File: src/clkdrv_map.svh
`ifndef CLKDRV_MAP_SVH
`define CLKDRV_MAP_SVH

// timing: system period and the two slow group periods, in ns
`define CLK_PERIOD_NS  10
`define DIV2_PERIOD_NS 20
`define DIV3_PERIOD_NS 30
`define NUM_RATES      3

// register byte offsets on the AXI4-Lite slave
`define CTRL_OFF   4'h0
`define STAT_OFF   4'h4
`define PULSE2_OFF 4'h8
`define PULSE3_OFF 4'hc

// field positions
`define CTRL_CLR_BIT  0
`define STAT_CE_LSB   0
`define STAT_OPT_BIT  8

// reset values and responses
`define PULSE_RST   32'h0000_0000
`define RESP_OKAY   2'b00
`define RESP_SLVERR 2'b10

`endif

File: src/clkdrv_pkg.sv
package clkdrv_pkg;
  // data passed through the wrapper unchanged
  typedef logic [2:0] gw_data_t;
  // one enable per rate, bit i divides by i+1
  typedef logic [2:0] ce_vec_t;
  // status word fields
  typedef struct packed {
    logic    clr_pin_opt;
    ce_vec_t ce;
  } status_t;
  // read channel state
  typedef enum logic {RD_IDLE, RD_VALID} rd_state_t;
endpackage

File: src/clock_enable_driver.sv
`timescale 1ns/10ps
// Overview of operation
// - enable logic runs every system clock cycle
// - half rate group shares one enable
// - third rate group has its own enable
// - each clock paired with numbered enable
// - one clock for all; ce_1 high
// - clear input only with clear option
// - data ports pass through unchanged; AXI ports end here
// - companion ce input has no effect
// - extra rates always made by enables
`include "clkdrv_map.svh"

module clock_enable_driver #(
  parameter bit CLEAR_PIN = 1'b1  // clear-pin option present
) (
  input  wire logic              sys_clk,
  input  wire logic              rst_n,
  input  wire logic              ce,
  input  wire logic              ce_clr,
  output logic                   clk_1,
  output logic                   clk_2,
  output logic                   clk_3,
  output logic                   ce_1,
  output logic                   ce_2,
  output logic                   ce_3,
  input  wire clkdrv_pkg::gw_data_t ext_din,
  output clkdrv_pkg::gw_data_t   core_din,
  input  wire clkdrv_pkg::gw_data_t core_dout,
  output clkdrv_pkg::gw_data_t   ext_dout,
  input  wire logic [3:0]        s_axi_awaddr,
  input  wire logic              s_axi_awvalid,
  output logic                   s_axi_awready,
  input  wire logic [31:0]       s_axi_wdata,
  input  wire logic [3:0]        s_axi_wstrb,
  input  wire logic              s_axi_wvalid,
  output logic                   s_axi_wready,
  output logic [1:0]             s_axi_bresp,
  output logic                   s_axi_bvalid,
  input  wire logic              s_axi_bready,
  input  wire logic [3:0]        s_axi_araddr,
  input  wire logic              s_axi_arvalid,
  output logic                   s_axi_arready,
  output logic [31:0]            s_axi_rdata,
  output logic [1:0]             s_axi_rresp,
  output logic                   s_axi_rvalid,
  input  wire logic              s_axi_rready
);
  import clkdrv_pkg::*;

  // divisor of each rate, derived from the group periods
  localparam int DIVS [`NUM_RATES] = '{
    1,
    `DIV2_PERIOD_NS / `CLK_PERIOD_NS,
    `DIV3_PERIOD_NS / `CLK_PERIOD_NS};

  logic [1:0]  cnt_reg [`NUM_RATES];  // modulo counters
  logic [1:0]  cnt_next [`NUM_RATES];
  logic        ce_reg [`NUM_RATES];   // registered enables
  logic        sw_clr;                // software clear pulse
  logic        clr;                   // combined counter clear
  logic [31:0] pulse2_reg;            // half rate pulse count
  logic [31:0] pulse3_reg;            // third rate pulse count
  status_t     status;                // live status word

  // every clock output is the system clock itself; slow groups
  // are paced by enables, so no derived clock tree exists
  assign clk_1 = sys_clk;
  assign clk_2 = sys_clk;
  assign clk_3 = sys_clk;

  // enables leave by their divisor suffix, next to their clock
  assign ce_1 = ce_reg[0];
  assign ce_2 = ce_reg[1];
  assign ce_3 = ce_reg[2];

  // the companion ce input is accepted only so the wrapper can
  // sit in a larger design as a black box; it feeds nothing
  logic unused_ce;
  assign unused_ce = ce;

  // the clear pin is ignored when the option is not built in
  assign clr = sw_clr | (CLEAR_PIN & ce_clr);

  // the data ports cross the wrapper untouched; AXI and control inputs end here
  assign core_din = ext_din;
  assign ext_dout = core_dout;

  // one modulo counter per rate, clocked every system cycle;
  // all rates, including any beyond external clock sources,
  // come from here
  genvar gi;
  generate
    for (gi = 0; gi < `NUM_RATES; gi++) begin : g_rate
      localparam logic [1:0] LAST = 2'(DIVS[gi] - 1);
      // wrap at k-1 so the enable holds one cycle in k
      assign cnt_next[gi] = (cnt_reg[gi] == LAST) ?
                            2'h0 : cnt_reg[gi] + 2'h1;
      // no enable gates this process: it runs at full rate
      always_ff @(posedge sys_clk) begin
        if (!rst_n || clr) begin
          cnt_reg[gi] <= 2'h0;
          ce_reg[gi]  <= 1'b1;
        end else begin
          cnt_reg[gi] <= cnt_next[gi];
          ce_reg[gi]  <= (cnt_next[gi] == 2'h0);
        end
      end
    end
  endgenerate

  // pulse counters let software watch the slow groups tick
  always_ff @(posedge sys_clk) begin
    if (!rst_n) begin
      pulse2_reg <= `PULSE_RST;
      pulse3_reg <= `PULSE_RST;
    end else begin
      if (ce_2 && !clr)
        pulse2_reg <= pulse2_reg + 32'h1;
      if (ce_3 && !clr)
        pulse3_reg <= pulse3_reg + 32'h1;
    end
  end

  assign status.clr_pin_opt = CLEAR_PIN;
  assign status.ce = {ce_3, ce_2, ce_1};

  // the option flag sits well clear of the enable bits, so more
  // rates can be added below it without moving it
  logic [31:0] stat_word;  // status as laid out on the bus
  assign stat_word = (32'(status.clr_pin_opt) << `STAT_OPT_BIT) |
                     (32'(status.ce) << `STAT_CE_LSB);

  // ---------------- AXI4-Lite write side ----------------
  logic [3:0]  awaddr_reg;   // held write address
  logic        aw_held_reg;  // address taken
  logic [31:0] wdata_reg;    // held write data
  logic        wstrb0_reg;   // low byte lane enabled
  logic        w_held_reg;   // data taken
  logic        bvalid_reg;
  logic [1:0]  bresp_reg;
  logic        do_write;     // both halves present
  logic        wr_map;       // write address decodes

  // address and data are taken in either order, one write
  // at a time; no new halves until the response is gone
  assign s_axi_awready = !aw_held_reg && !bvalid_reg;
  assign s_axi_wready  = !w_held_reg && !bvalid_reg;
  assign do_write = aw_held_reg && w_held_reg && !bvalid_reg;
  assign wr_map = (awaddr_reg == `CTRL_OFF);
  // the clear bit self-clears: it is a one-cycle command
  assign sw_clr = do_write && wr_map && wstrb0_reg &&
                  wdata_reg[`CTRL_CLR_BIT];
  assign s_axi_bvalid = bvalid_reg;
  assign s_axi_bresp  = bresp_reg;

  // capture each half when its handshake completes
  always_ff @(posedge sys_clk) begin
    if (!rst_n) begin
      awaddr_reg  <= 4'h0;
      aw_held_reg <= 1'b0;
      wdata_reg   <= 32'h0;
      wstrb0_reg  <= 1'b0;
      w_held_reg  <= 1'b0;
    end else begin
      if (s_axi_awvalid && s_axi_awready) begin
        awaddr_reg  <= s_axi_awaddr;
        aw_held_reg <= 1'b1;
      end else if (do_write) begin
        aw_held_reg <= 1'b0;
      end
      if (s_axi_wvalid && s_axi_wready) begin
        wdata_reg  <= s_axi_wdata;
        wstrb0_reg <= s_axi_wstrb[0];
        w_held_reg <= 1'b1;
      end else if (do_write) begin
        w_held_reg <= 1'b0;
      end
    end
  end

  // response follows both halves; read-only and unmapped
  // addresses answer with an error and change nothing
  always_ff @(posedge sys_clk) begin
    if (!rst_n) begin
      bvalid_reg <= 1'b0;
      bresp_reg  <= `RESP_OKAY;
    end else if (do_write) begin
      bvalid_reg <= 1'b1;
      bresp_reg  <= wr_map ? `RESP_OKAY : `RESP_SLVERR;
    end else if (s_axi_bready) begin
      bvalid_reg <= 1'b0;
    end
  end

  // ---------------- AXI4-Lite read side ----------------
  rd_state_t   rd_state_reg;
  logic [31:0] rdata_reg;
  logic [1:0]  rresp_reg;
  logic [31:0] rd_word;   // selected register
  logic        rd_map;    // read address decodes

  assign s_axi_arready = (rd_state_reg == RD_IDLE);
  assign s_axi_rvalid  = (rd_state_reg == RD_VALID);
  assign s_axi_rdata   = rdata_reg;
  assign s_axi_rresp   = rresp_reg;

  // ctrl reads zero because its only bit is a command
  assign rd_map = (s_axi_araddr == `CTRL_OFF) ||
                  (s_axi_araddr == `STAT_OFF) ||
                  (s_axi_araddr == `PULSE2_OFF) ||
                  (s_axi_araddr == `PULSE3_OFF);
  assign rd_word =
    (s_axi_araddr == `STAT_OFF)   ? stat_word :
    (s_axi_araddr == `PULSE2_OFF) ? pulse2_reg :
    (s_axi_araddr == `PULSE3_OFF) ? pulse3_reg : 32'h0;

  // data are captured at the address handshake and then held
  // until the master takes them
  always_ff @(posedge sys_clk) begin
    if (!rst_n) begin
      rd_state_reg <= RD_IDLE;
      rdata_reg    <= 32'h0;
      rresp_reg    <= `RESP_OKAY;
    end else begin
      case (rd_state_reg)
        RD_IDLE: begin
          if (s_axi_arvalid) begin
            rd_state_reg <= RD_VALID;
            rdata_reg    <= rd_word;
            rresp_reg    <= rd_map ? `RESP_OKAY : `RESP_SLVERR;
          end
        end
        RD_VALID: begin
          if (s_axi_rready)
            rd_state_reg <= RD_IDLE;
        end
        default: rd_state_reg <= RD_IDLE;
      endcase
    end
  end
endmodule

File: config.mk
export PLATFORM = sky130hd
export DESIGN_NAME = clock_enable_driver
export DESIGN_NICKNAME = d
export VERILOG_FILES = /design/src/clkdrv_pkg.sv /design/src/clock_enable_driver.sv
export VERILOG_INCLUDE_DIRS = /design/src
export SDC_FILE = /design/constraint.sdc
export NUM_CORES = 1
export LEC_CHECK = 0
export BUFFER_PORTS_ARGS = -buffer_cell sky130_fd_sc_hd__buf_2
export CORE_MARGIN = 2
export CORE_UTILIZATION = 45
export CTS_CLUSTER_DIAMETER = 60
export DETAILED_ROUTE_END_ITERATION = 10
export GPL_ROUTABILITY_DRIVEN = 0
export PLACE_DENSITY = 0.82
export SYNTH_ARGS = -nofsm -noshare
export SYNTH_HDL_FRONTEND = slang
export SYNTH_SLANG_ARGS = --single-unit
File: constraint.sdc
create_clock -name sys_clk -period 2.2 [get_ports sys_clk]
set_clock_uncertainty 0.2 [all_clocks]
set_input_delay 0 -clock sys_clk [delete_from_list [all_inputs] [get_ports sys_clk]]
set_output_delay 0 -clock sys_clk [all_outputs]
set_load 0.02 [all_outputs]
==> metrics.txt, run 1 <==
# TYPE chip_impl_metric gauge
chip_impl_metric{name="r2r_setup_slack",unit="ns"} -0.04
chip_impl_metric{name="antenna_diode_count",unit=""} 0
chip_impl_info{name="hold_path_start",value="s_axi_rready"} 1
chip_impl_metric{name="critical-path-max-stage-delay",unit="ns"} 0.41
chip_impl_info{name="r2r-start",value="pulse2_reg[9]"} 1
chip_impl_metric{name="route.detailed.vias_per_inst",unit=""} 5.51
chip_impl_metric{name="cp.arrival",unit="ns"} 2.45
chip_impl_metric{name="power-per-cell-area",unit="mW/mm^2"} 770
chip_impl_metric{name="cap_violations",unit=""} 0
chip_impl_metric{name="holdWs",unit="ns"} 0.142
chip_impl_info{name="worstHoldPathType",value="input port to register"} 1
chip_impl_metric{name="finish.instance_area",unit="mm^2"} 0.00725
chip_impl_info{name="critical_path_class",value="register to register"} 1
chip_impl_metric{name="worstSetupPathDepth",unit=""} 6
chip_impl_metric{name="timing.final.max_slew_violations",unit=""} 0
chip_impl_metric{name="leakage_power_summed_over_all_cells",unit="nW"} 3.10
chip_impl_metric{name="grt_first_pass_wirelength",unit="um"} 23000
chip_impl_metric{name="nets",unit=""} 791
chip_impl_metric{name="grt_max_degree",unit=""} 67
chip_impl_metric{name="antenna_violating_nets_post_route",unit=""} 0
chip_impl_metric{name="die_h",unit="um"} 116
chip_impl_metric{name="worst_ep_required_time",unit="ns"} 2.42
chip_impl_metric{name="multiInputGateArea",unit="mm^2"} 0.00308
chip_impl_info{name="run_status",value="finished with violations"} 1
chip_impl_metric{name="placed_cell_area",unit="mm^2"} 0.00619
chip_impl_metric{name="final.setup.worst_slack",unit="ns"} -0.0390
chip_impl_metric{name="dp_hpwl",unit="um"} 8500
chip_impl_info{name="clock_tree_from_tritoncts",value="done"} 1
chip_impl_metric{name="yosysSeqAreaShare",unit="%"} 41.4
chip_impl_metric{name="globalRouteOverflowTotal",unit=""} 0
chip_impl_metric{name="drtIter0Drc",unit=""} 446
chip_impl_metric{name="design.core.area",unit="mm^2"} 0.0121
chip_impl_info{name="endpoint",value="pulse2_reg[16]"} 1
chip_impl_metric{name="num_vias",unit=""} 5004
chip_impl_metric{name="grt_antenna_before_repair",unit=""} 0
chip_impl_metric{name="final_hold_viol_count",unit=""} 0
chip_impl_info{name="r2r_end",value="pulse2_reg[16]"} 1
chip_impl_metric{name="cp_num_buf_inv",unit=""} 1
chip_impl_metric{name="design.die.area",unit="mm^2"} 0.0134
chip_impl_info{name="synth.most_common_cell",value="dfxtp_1"} 1
chip_impl_info{name="synth.cells.most_frequent",value="dfxtp_1 (116), and2_1 (56), nor2b_1 (46), mux2i_1 (45), nor3_1 (42)"} 1
chip_impl_metric{name="mappedNetlistArea",unit="mm^2"} 0.00561
chip_impl_metric{name="post_synth_num_cell_types",unit=""} 42
chip_impl_metric{name="wl_per_cell",unit="um"} 16.9
chip_impl_metric{name="globalRouteTotalUtil",unit="%"} 22.3
chip_impl_metric{name="floorplan.rows",unit=""} 40
chip_impl_metric{name="synthesis.instances",unit=""} 624
chip_impl_metric{name="vias_in_the_first_global_route",unit=""} 4781
chip_impl_metric{name="synthesis.area_per_instance",unit="um^2"} 9.00
chip_impl_info{name="worstSetupStartpointType",value="register"} 1
chip_impl_metric{name="synth_top_cell_area_share",unit="%"} 41.4
chip_impl_info{name="synth_area_leader_cell",value="dfxtp_1"} 1
chip_impl_metric{name="area_growth_from_synthesis_to_layout",unit="%"} 29.2
chip_impl_metric{name="first_pass_iters",unit=""} 5
chip_impl_metric{name="postRouteWirelength",unit="um"} 15300
chip_impl_metric{name="cts.reportedPaths.clkPinSlew",unit="ns"} 0.06
chip_impl_metric{name="drive_gt1_share",unit="%"} 19.2
chip_impl_info{name="critical-path-top-delay-family",value="simple AND/OR/NAND/NOR gates"} 1
chip_impl_metric{name="buffer_ports.inserted",unit=""} 62
chip_impl_metric{name="finalSetupViolCount",unit=""} 2
chip_impl_metric{name="initial_utilization",unit="%"} 46.4
chip_impl_metric{name="die_x",unit="um"} 116
chip_impl_info{name="synth.area.top_cells",value="dfxtp_1 (41%), mux2i_1 (8.0%), and2_1 (6.2%), nor2b_1 (5.1%), xor2_1 (5.0%)"} 1
chip_impl_info{name="worst_path_max_delay_cell",value="nor4_1"} 1
chip_impl_metric{name="number_of_remaining_drc_errors",unit=""} 0
chip_impl_info{name="worst_setup_path_end_kind",value="register"} 1
chip_impl_metric{name="worstSkewPairLatency",unit="ns"} 0.53
chip_impl_metric{name="max_slew_margin",unit="%"} 51.4
chip_impl_info{name="critical_path.cell_chain",value="nand4_1 -> nand4bb_1 -> buf_4 -> nor4_1 -> xor2_1 -> and2_1"} 1
chip_impl_metric{name="final.period_utilization",unit="%"} 102
chip_impl_metric{name="tightestPinTransition",unit="ns"} 0.723
chip_impl_metric{name="async_flop_share",unit="%"} 0
chip_impl_metric{name="reg2reg_depth",unit=""} 6
chip_impl_info{name="ys.flop_type",value="dfxtp_1"} 1
chip_impl_metric{name="boundaryPins",unit=""} 112
chip_impl_metric{name="critPathMaxFanout",unit=""} 5
chip_impl_metric{name="nFillCells",unit=""} 991
chip_impl_metric{name="yosys_warnings",unit=""} 0
chip_impl_info{name="setup.worst_path.start",value="pulse2_reg[9]"} 1
chip_impl_info{name="setup_repair_after_global_routing_missed_its_margin",value="true"} 1
chip_impl_metric{name="layout.area.seq",unit="mm^2"} 0.00232
chip_impl_metric{name="synth_seq_cells",unit=""} 116
chip_impl_info{name="violations",value="negative setup slack"} 1
chip_impl_metric{name="pre_cts_slack",unit="ns"} 0.0592
chip_impl_metric{name="fin_crit",unit="ns"} 2.24
chip_impl_metric{name="ir_worst_vdd",unit="uV"} 677
chip_impl_metric{name="synth_edf_count",unit=""} 0
chip_impl_metric{name="maxClockFrequency",unit="MHz"} 447
through the flow:
stage / power, mW / std cells / utilization (%) / setup TNS [ns]
after CTS: 5.57 / 904 / 58.9 / 0
after detailed placement: 2.62 / 839 / 51.1 / 0
final: 5.58 / 908 / 59.9 / -0.0608
after global routing: 5.77 / 908 / 59.9 / -0.642
after floorplan: 2.58 / 625 / - / 0
after global placement: 2.61 / 839 / 51.1 / 0
routing by layer:
layer  global-route usage [%]  vias up  share of wire [%]
met3                     6.90       54                7.3
met5                        0        -                  0
met4                     12.2        0                3.4
li1                         -     2368                  -
met2                     35.7      250                 49
met1                     26.8     2332                 40
power by group:
| part | switching (mW) | internal [mW] |
|---|---|---|
| Clock | 1.08 | 1.95 |
| Combinational | 0.221 | 0.170 |
| Sequential | 0.0270 | 2.13 |
logic make-up after synthesis:
group | Yosys count | synth area share [%]
and+or+nand+nor | 301 | 31.5
DFF | 116 | 41.4
buffers and inverters | 54 | 4.61
AOI/OAI and AO/OA | 52 | 5.68
xor gates and xnor gates | 52 | 8.11
muxes | 45 | 8.02
adders and majority gates | 3 | 0.669
other | 1 | 0.0668
final cells by class:
class                           instances  share of cell area [%]
Clock buffer                           33                    8.75
Clock inverter                          4                   0.311
Multi-Input combinational cell        455                    42.5
Timing Repair Buffer                  127                    13.3
Inverter                                5                   0.259
Sequential cell                       116                    32.0
Tap cell                              168                    2.90
worst min path at each step:
stage | slack (ns) | endpoint | cells past startpoint
6_report | 0.14 | s_axi_rvalid | 4
5_1_grt | 0.15 | s_axi_rvalid | 4
4_1_cts | 0.12 | s_axi_rvalid | 4
3_5_place_dp | -0.20 | core_din[1] | 0
3_3_place_gp | -0.20 | core_din[1] | 0
2_1_floorplan | -0.09 | clk_1 | 1
worst register-to-register path: stages (launching register included):
cell	delay, ns
dfxtp_1	0.40
nand4_1	0.14
nand4bb_1	0.39
buf_4	0.28
nor4_1	0.41
xor2_1	0.13
and2_1	0.19
cells in the final DEF (no fill, tap or decap), types with 2 or more instances in the layout:
cell,count
nor4b_1,5
dfxtp_1,116
nor3_1,41
buf_2,62
clkbuf_8,6
ha_1,3
buf_4,30
mux2i_1,45
a21oi_1,31
clkbuf_16,23
a22oi_1,4
buf_6,2
buf_12,3
nor3b_1,4
and4_1,10
nor2b_1,46
nor2_1,7
a21boi_0,3
nand3_1,18
xnor2_1,20
or2_2,3
and2_1,56
o211a_1,2
nand4_1,24
nor3_4,4
clkinv_2,3
nand2_1,39
o21ai_0,7
or3_1,2
and3_1,8
dlygate4sd3_1,31
conb_1,2
clkbuf_1,3
nor4_1,17
xor2_1,32
nand2b_1,12
inv_1,5
timing repair:
item	4_1_cts	5_1_grt
resized for setup	0	10
endpoints found under the hold margin	68	0
setup buffers	0	2
endpoints found under the setup margin	0	59
hold buffers	31	0
Note: power is estimated with default switching activity, not from simulation.
==> run 2: changes to the inputs <==
--- a/config.mk
+++ b/config.mk
@@ -6,13 +6,13 @@
 export SDC_FILE = /design/constraint.sdc
 export NUM_CORES = 1
 export LEC_CHECK = 0
+export ABC_AREA = 1
 export BUFFER_PORTS_ARGS = -buffer_cell sky130_fd_sc_hd__buf_2
 export CORE_MARGIN = 2
 export CORE_UTILIZATION = 45
 export CTS_CLUSTER_DIAMETER = 60
 export DETAILED_ROUTE_END_ITERATION = 10
-export GPL_ROUTABILITY_DRIVEN = 0
-export PLACE_DENSITY = 0.82
+export PLACE_DENSITY = 0.81
 export SYNTH_ARGS = -nofsm -noshare
 export SYNTH_HDL_FRONTEND = slang
 export SYNTH_SLANG_ARGS = --single-unit
==> run 2 against run 1 <==
The flow now finishes without violations. Global-route usage is 1.8 points higher. Non-clock buffer count fell by 20. Wire length rose by 9.9%. Synthesized cell count rose by 54%. Via count is 28% higher. Combinational power decreased by 5%. Highest routed layer unchanged.
==> metrics.txt, run 2 <==
# TYPE chip_impl_metric gauge
chip_impl_metric{name="grt_antenna_before_repair",unit=""} 0
chip_impl_metric{name="critPathMaxFanout",unit=""} 4
chip_impl_metric{name="route.detailed.vias_per_inst",unit=""} 5.15
chip_impl_metric{name="fin_crit",unit="ns"} 2.17
chip_impl_metric{name="synth_top_cell_area_share",unit="%"} 38.1
chip_impl_info{name="synth.area.top_cells",value="dfxtp_1 (38%), nand2_1 (15%), nor2_1 (12%), inv_1 (7.3%), a21oi_1 (4.9%)"} 1
chip_impl_metric{name="dp_hpwl",unit="um"} 11400
chip_impl_metric{name="routabilityCongestion",unit=""} 0.932
chip_impl_metric{name="grt_first_pass_wirelength",unit="um"} 27400
chip_impl_metric{name="postRouteWirelength",unit="um"} 16900
chip_impl_metric{name="buffer_ports.inserted",unit=""} 62
chip_impl_metric{name="p_switching",unit="mW"} 1.32
chip_impl_metric{name="initial_utilization",unit="%"} 46.0
chip_impl_info{name="run_status",value="complete, no violations"} 1
chip_impl_metric{name="floorplan.rows",unit=""} 42
chip_impl_metric{name="synth_edf_count",unit=""} 0
chip_impl_metric{name="final.period_utilization",unit="%"} 98.5
chip_impl_metric{name="drtIter0Drc",unit=""} 709
chip_impl_metric{name="p_sw_share",unit="%"} 24.6
chip_impl_metric{name="timing.final.max_slew_violations",unit=""} 0
chip_impl_metric{name="boundaryPins",unit=""} 112
chip_impl_metric{name="ir_worst_vdd",unit="uV"} 660
chip_impl_metric{name="synthesis.area_per_instance",unit="um^2"} 6.34
chip_impl_metric{name="finalSetupViolCount",unit=""} 0
chip_impl_info{name="worstSetupStartpointType",value="register"} 1
chip_impl_metric{name="first_pass_iters",unit=""} 5
chip_impl_metric{name="final_hold_viol_count",unit=""} 0
chip_impl_info{name="global_route.peak_usage_layer",value="met2"} 1
chip_impl_metric{name="wl_per_cell",unit="um"} 13.6
chip_impl_info{name="layout_commonest_cell",value="nand2_1"} 1
chip_impl_metric{name="antenna_diode_count",unit=""} 0
chip_impl_metric{name="die_x",unit="um"} 120
chip_impl_info{name="synth_area_leader_cell",value="dfxtp_1"} 1
chip_impl_info{name="clock_tree_from_tritoncts",value="done"} 1
chip_impl_metric{name="synth_seq_cells",unit=""} 116
chip_impl_metric{name="pre_cts_slack",unit="ns"} 0.331
chip_impl_metric{name="worst_ep_required_time",unit="ns"} 2.41
chip_impl_metric{name="async_flop_share",unit="%"} 0
chip_impl_metric{name="post_synth_num_cell_types",unit=""} 36
chip_impl_metric{name="clock_power_share",unit="%"} 52.8
chip_impl_metric{name="final_cells",unit=""} 1241
chip_impl_metric{name="worstSkewPairLatency",unit="ns"} 0.53
chip_impl_metric{name="place_inst",unit=""} 1170
chip_impl_metric{name="area_growth_from_synthesis_to_layout",unit="%"} 22.4
chip_impl_info{name="setup_repair_after_global_routing_missed_its_margin",value="true"} 1
chip_impl_info{name="top_library_cells_by_usage_in_the_layout_fill_and_taps_aside",value="nand2_1 (249), nor2_1 (186), inv_1 (118)"} 1
chip_impl_metric{name="power-per-cell-area",unit="mW/mm^2"} 722
chip_impl_metric{name="fin_tns_setup",unit="ns"} 0
chip_impl_metric{name="globalRouteTotalUtil",unit="%"} 24.1
chip_impl_metric{name="design.die.area",unit="mm^2"} 0.0145
chip_impl_metric{name="final.setup.worst_slack",unit="ns"} 0.0320
chip_impl_metric{name="cts.reportedPaths.clkPinSlew",unit="ns"} 0.05
chip_impl_metric{name="mappedNetlistArea",unit="mm^2"} 0.00609
chip_impl_info{name="worstHoldPathType",value="clock port to output pin"} 1
chip_impl_info{name="synth.cells.most_frequent",value="nand2_1 (250), nor2_1 (187), inv_1 (118), dfxtp_1 (116), a21oi_1 (60)"} 1
chip_impl_metric{name="antenna_violating_nets_post_route",unit=""} 0
chip_impl_metric{name="cp.arrival",unit="ns"} 2.38
chip_impl_metric{name="leakage_power_summed_over_all_cells",unit="nW"} 2.86
chip_impl_metric{name="nets",unit=""} 1115
chip_impl_metric{name="num_vias",unit=""} 6393
chip_impl_metric{name="yosys_warnings",unit=""} 0
chip_impl_metric{name="maxClockFrequency",unit="MHz"} 461
chip_impl_metric{name="use_met1",unit="%"} 29.1
chip_impl_metric{name="grt_max_degree",unit=""} 32
chip_impl_info{name="critical_path_class",value="register to register"} 1
chip_impl_metric{name="finish.instance_area",unit="mm^2"} 0.00746
chip_impl_metric{name="vias_in_the_first_global_route",unit=""} 5870
chip_impl_metric{name="synthesis.instances",unit=""} 960
chip_impl_info{name="worst_setup_path_end_kind",value="register"} 1
chip_impl_metric{name="number_of_remaining_drc_errors",unit=""} 0
chip_impl_metric{name="met3_usage",unit="%"} 5.85
chip_impl_metric{name="design.core.area",unit="mm^2"} 0.0132
chip_impl_metric{name="cap_violations",unit=""} 0
chip_impl_metric{name="pwr-share-seq",unit="%"} 40.2
chip_impl_info{name="synth.most_common_cell",value="nand2_1"} 1
chip_impl_metric{name="placed_cell_area",unit="mm^2"} 0.00649
chip_impl_metric{name="power_report.internal_total",unit="mW"} 4.06
chip_impl_metric{name="power",unit="mW"} 5.39
chip_impl_metric{name="die_h",unit="um"} 120
chip_impl_metric{name="globalRouteOverflowTotal",unit=""} 0
chip_impl_metric{name="met2_usage",unit="%"} 40.0
chip_impl_metric{name="drive_gt1_share",unit="%"} 12.2
chip_impl_metric{name="yosysSeqAreaShare",unit="%"} 38.1
chip_impl_info{name="ys.flop_type",value="dfxtp_1"} 1
chip_impl_metric{name="gate_power_share",unit="%"} 6.9
run 2: per-stage QoR:
stage               hold slack, ns  utilization, %
finish                       0.164            56.3
floorplan                  -0.0874               -
detailed placement          -0.200            49.0
CTS                         0.0450            56.2
global placement            -0.200            49.0
global route                 0.177            56.3
run 2: logic make-up after synthesis:
| family | Yosys count | synth area share (%) |
|---|---|---|
| DFF | 116 | 38.1 |
| adders and majority gates | 3 | 0.616 |
| other | 1 | 0.0616 |
| AOI/OAI and AO/OA | 128 | 11.5 |
| buffers and inverters | 163 | 11.2 |
| and+or+nand+nor | 545 | 37.9 |
| xor gates and xnor gates | 4 | 0.575 |
run 2: worst max-delay path: stages, from the launching register on:
cell           delay [ns]
dfxtp_1              0.34
nor2_2               0.16
nand2_2              0.10
o21ai_2              0.11
dlygate4sd3_1        0.55
nor2_1               0.04
dlygate4sd3_1        0.54
run 2: timing repair:
item | CTS | global route
setup buffers | 0 | 0
endpoints found under the hold margin | 122 | 2
endpoints found under the setup margin | 0 | 2
hold buffers | 36 | 1
resized for setup | 0 | 4
run 2: power by group through the flow:
stage | sequential (mW) | clock, mW | combinational [mW]
after floorplan | 2.22 | 0.159 | 0.212
after global placement | 2.21 | 0.127 | 0.293
after detailed placement | 2.21 | 0.127 | 0.297
after CTS | 2.17 | 2.89 | 0.361
after global routing | 2.17 | 3.00 | 0.405
final | 2.17 | 2.85 | 0.373
run 2: area by class of cell:
class / count / area (um^2)
clock buffer: 31 / 577
fill: 1230 / 5790
multi-input combinational: 682 / 3100
clock inverter: 7 / 35.0
timing repair buffer: 107 / 746
sequential: 116 / 2320
tap: 176 / 220
inverter: 122 / 458
run 2: worst paths after layout:
path	from	endpoint	slack [ns]	depth (start not counted)
setup / recovery	w_held_reg	wstrb0_reg	0.03	6
hold / removal	sys_clk	clk_2	0.16	3
setup reg to reg	w_held_reg	wstrb0_reg	0.03	6
hold reg to reg	cnt_reg[2][0]	cnt_reg[2][0]	0.22	1
run 2: layer usage:
layer	wire (um)	vias up
li1	-	3220
met1	7010	2833
met2	8010	291
met3	1320	49
met4	504	0
met5	0	-
==> run 3: changes to the inputs <==
--- a/config.mk
+++ b/config.mk
@@ -8,11 +8,12 @@
 export LEC_CHECK = 0
 export ABC_AREA = 1
 export BUFFER_PORTS_ARGS = -buffer_cell sky130_fd_sc_hd__buf_2
-export CORE_MARGIN = 2
-export CORE_UTILIZATION = 45
+export CELL_PAD_IN_SITES_DETAIL_PLACEMENT = 1
+export CELL_PAD_IN_SITES_GLOBAL_PLACEMENT = 2
+export CORE_UTILIZATION = 27
 export CTS_CLUSTER_DIAMETER = 60
 export DETAILED_ROUTE_END_ITERATION = 10
-export PLACE_DENSITY = 0.81
+export PLACE_DENSITY = 0.89
 export SYNTH_ARGS = -nofsm -noshare
 export SYNTH_HDL_FRONTEND = slang
 export SYNTH_SLANG_ARGS = --single-unit
==> run 3 against run 2 <==
The run now ends with design-rule violations left. Combinational power up 6.4%. Sequential share of layout area down 1.3 points. Sequential cell count unchanged. Core utilization down 21 points. Die area up 60%. Total power up 15%. Largest power group unchanged. Sequential power about the same. First-iteration DRC count down 53%. Register-to-register slack better by 0.04 ns.
==> metrics.txt, run 3 (synthesized netlist as in run 2, its figures left out) <==
# TYPE chip_impl_metric gauge
chip_impl_metric{name="power",unit="mW"} 6.17
chip_impl_metric{name="route.detailed.vias_per_inst",unit=""} 4.70
chip_impl_metric{name="worst_hold_path.num_cells",unit=""} 5
chip_impl_metric{name="design.die.area",unit="mm^2"} 0.0232
chip_impl_metric{name="nFillCells",unit=""} 2813
chip_impl_metric{name="globalRouteTotalUtil",unit="%"} 18.5
chip_impl_metric{name="grt_antenna_before_repair",unit=""} 0
chip_impl_metric{name="final.period_utilization",unit="%"} 96.8
chip_impl_metric{name="num_vias",unit=""} 6347
chip_impl_info{name="r2r_end",value="wdata_reg[0]"} 1
chip_impl_info{name="setup_repair_after_global_routing_missed_its_margin",value="false"} 1
chip_impl_info{name="worstHoldPathType",value="input port to register"} 1
chip_impl_info{name="hold_path_start",value="s_axi_bready"} 1
chip_impl_info{name="violations",value="design-rule violations"} 1
chip_impl_metric{name="dp_hpwl",unit="um"} 14800
chip_impl_metric{name="globalRouteOverflowTotal",unit=""} 0
chip_impl_metric{name="grt_first_pass_wirelength",unit="um"} 33300
chip_impl_metric{name="fin_tns_setup",unit="ns"} 0
chip_impl_metric{name="area_growth_from_synthesis_to_layout",unit="%"} 28.0
chip_impl_metric{name="postRouteWirelength",unit="um"} 20400
chip_impl_metric{name="worst_ep_required_time",unit="ns"} 2.41
chip_impl_metric{name="design.core.area",unit="mm^2"} 0.0220
chip_impl_metric{name="maxClockFrequency",unit="MHz"} 470
chip_impl_metric{name="reg2reg_depth",unit=""} 6
chip_impl_metric{name="leakage_power_summed_over_all_cells",unit="nW"} 2.95
chip_impl_metric{name="floorplan.rows",unit=""} 54
chip_impl_metric{name="grt_max_degree",unit=""} 49
chip_impl_metric{name="fin_crit",unit="ns"} 2.13
chip_impl_metric{name="cap_violations",unit=""} 0
chip_impl_metric{name="timing.final.max_slew_violations",unit=""} 0
chip_impl_info{name="run_status",value="finished with violations"} 1
chip_impl_info{name="worst_setup_path_end_kind",value="register"} 1
chip_impl_metric{name="holdWs",unit="ns"} 0.119
chip_impl_info{name="top_library_cells_by_usage_in_the_layout_fill_and_taps_aside",value="nand2_1 (248), nor2_1 (186), inv_1 (118)"} 1
chip_impl_metric{name="place_inst",unit=""} 1275
chip_impl_metric{name="drtIter0Drc",unit=""} 332
chip_impl_metric{name="final.setup.worst_slack",unit="ns"} 0.0711
chip_impl_metric{name="final_cells",unit=""} 1349
chip_impl_metric{name="initial_utilization",unit="%"} 27.7
chip_impl_metric{name="cts.reportedPaths.clkPinSlew",unit="ns"} 0.06
chip_impl_metric{name="finalSetupViolCount",unit=""} 0
chip_impl_metric{name="r2r_setup_slack",unit="ns"} 0.07
chip_impl_metric{name="pre_cts_slack",unit="ns"} 0.243
chip_impl_info{name="layout_commonest_cell",value="nand2_1"} 1
chip_impl_metric{name="wl_per_cell",unit="um"} 15.2
chip_impl_info{name="r2r-start",value="s_axi_bvalid"} 1
chip_impl_metric{name="boundaryPins",unit=""} 112
chip_impl_metric{name="power-per-cell-area",unit="mW/mm^2"} 792
chip_impl_metric{name="drive_gt1_share",unit="%"} 13.3
chip_impl_metric{name="routabilityCongestion",unit=""} 0.808
chip_impl_metric{name="buffer_ports.inserted",unit=""} 62
chip_impl_metric{name="number_of_remaining_drc_errors",unit=""} 4
chip_impl_info{name="worstSetupStartpointType",value="register"} 1
chip_impl_metric{name="worstSkewPairLatency",unit="ns"} 0.53
chip_impl_metric{name="nets",unit=""} 1117
chip_impl_metric{name="antenna_violating_nets_post_route",unit=""} 0
chip_impl_metric{name="final_hold_viol_count",unit=""} 0
chip_impl_metric{name="antenna_diode_count",unit=""} 0
chip_impl_metric{name="vias_in_the_first_global_route",unit=""} 6473
chip_impl_metric{name="cp.arrival",unit="ns"} 2.34
chip_impl_metric{name="first_pass_iters",unit=""} 8
chip_impl_info{name="clock_tree_from_tritoncts",value="done"} 1
chip_impl_metric{name="critPathMaxFanout",unit=""} 4
chip_impl_metric{name="ir_worst_vdd",unit="uV"} 450
chip_impl_metric{name="die_x",unit="um"} 152
chip_impl_info{name="critical_path_class",value="register to register"} 1
chip_impl_metric{name="die_h",unit="um"} 152
chip_impl_info{name="holdPathEnd",value="s_axi_bvalid"} 1
## run 3: changes by cell type in the layout (fill, tap and decap cells not counted), moves of 2 or more
cell,delta
bufinv_16,+5
clkbuf_1,-5
clkinv_2,-5
clkinv_4,+4
inv_6,+3
buf_12,+2
dfxtp_1,-2
dfxtp_2,+2
## run 3: critical path, stage by stage, from the launching register on
cell and delay [ns]:
dfxtp_2 0.34, nor2_2 0.13, nand2_2 0.08, o21ai_2 0.11, dlygate4sd3_1 0.55, nor2_1 0.04, dlygate4sd3_1 0.56
## run 3: layout make-up
type / instances / area, um^2 / area share [%]
Inverter: 122 / 458 / 5.88
Timing Repair Buffer: 109 / 786 / 10.1
Multi-Input combinational cell: 682 / 3100 / 39.8
Clock inverter: 15 / 229 / 2.94
Clock buffer: 25 / 544 / 6.98
Tap cell: 280 / 350 / 4.50
Sequential cell: 116 / 2320 / 29.8
## run 3: what timing repair did
action,4_1_cts,5_1_grt
hold buffers,36,1
gates resized for setup,0,7
endpoints found under the hold margin,101,2
buffers inserted,0,1
endpoints found under the setup margin,0,4
## run 3: routing by layer
metal,share of wire [%],track usage [%],vias up
li1,-,-,3207
met1,46,22.2,3021
met2,49,31.8,88
met3,2.5,3.50,31
met4,2.2,8.60,0
met5,0,0,-
## run 3: how the worst max path moves through the flow
| stage | start | endpoint | slack, ns |
|---|---|---|---|
| 6_report | s_axi_bvalid | wdata_reg[0] | 0.07 |
| 5_1_grt | awaddr_reg[1] | cnt_reg[2][1] | 0.002 |
| 4_1_cts | s_axi_araddr[0] | s_axi_rdata[8] | 0.01 |
| 3_5_place_dp | pulse2_reg[1] | pulse2_reg[26] | 0.24 |
| 3_3_place_gp | pulse2_reg[1] | pulse2_reg[18] | 0.32 |
| 2_1_floorplan | s_axi_bvalid | pulse2_reg[27] | 0.55 |
## run 3: power breakdown
group          switching [mW]  total, mW  internal, mW
clock                    1.23       3.61          2.38
sequential             0.0281       2.17          2.14
combinational           0.251      0.397         0.146
total                    1.51       6.17          4.66
## run 3: stage by stage
stage | area, um^2 | util [%]
finish | 7790 | 35.5
global route | 7790 | 35.5
CTS | 7770 | 35.4
floorplan | 6090 | -
global placement | 6650 | 30.3
detailed placement | 6650 | 30.3
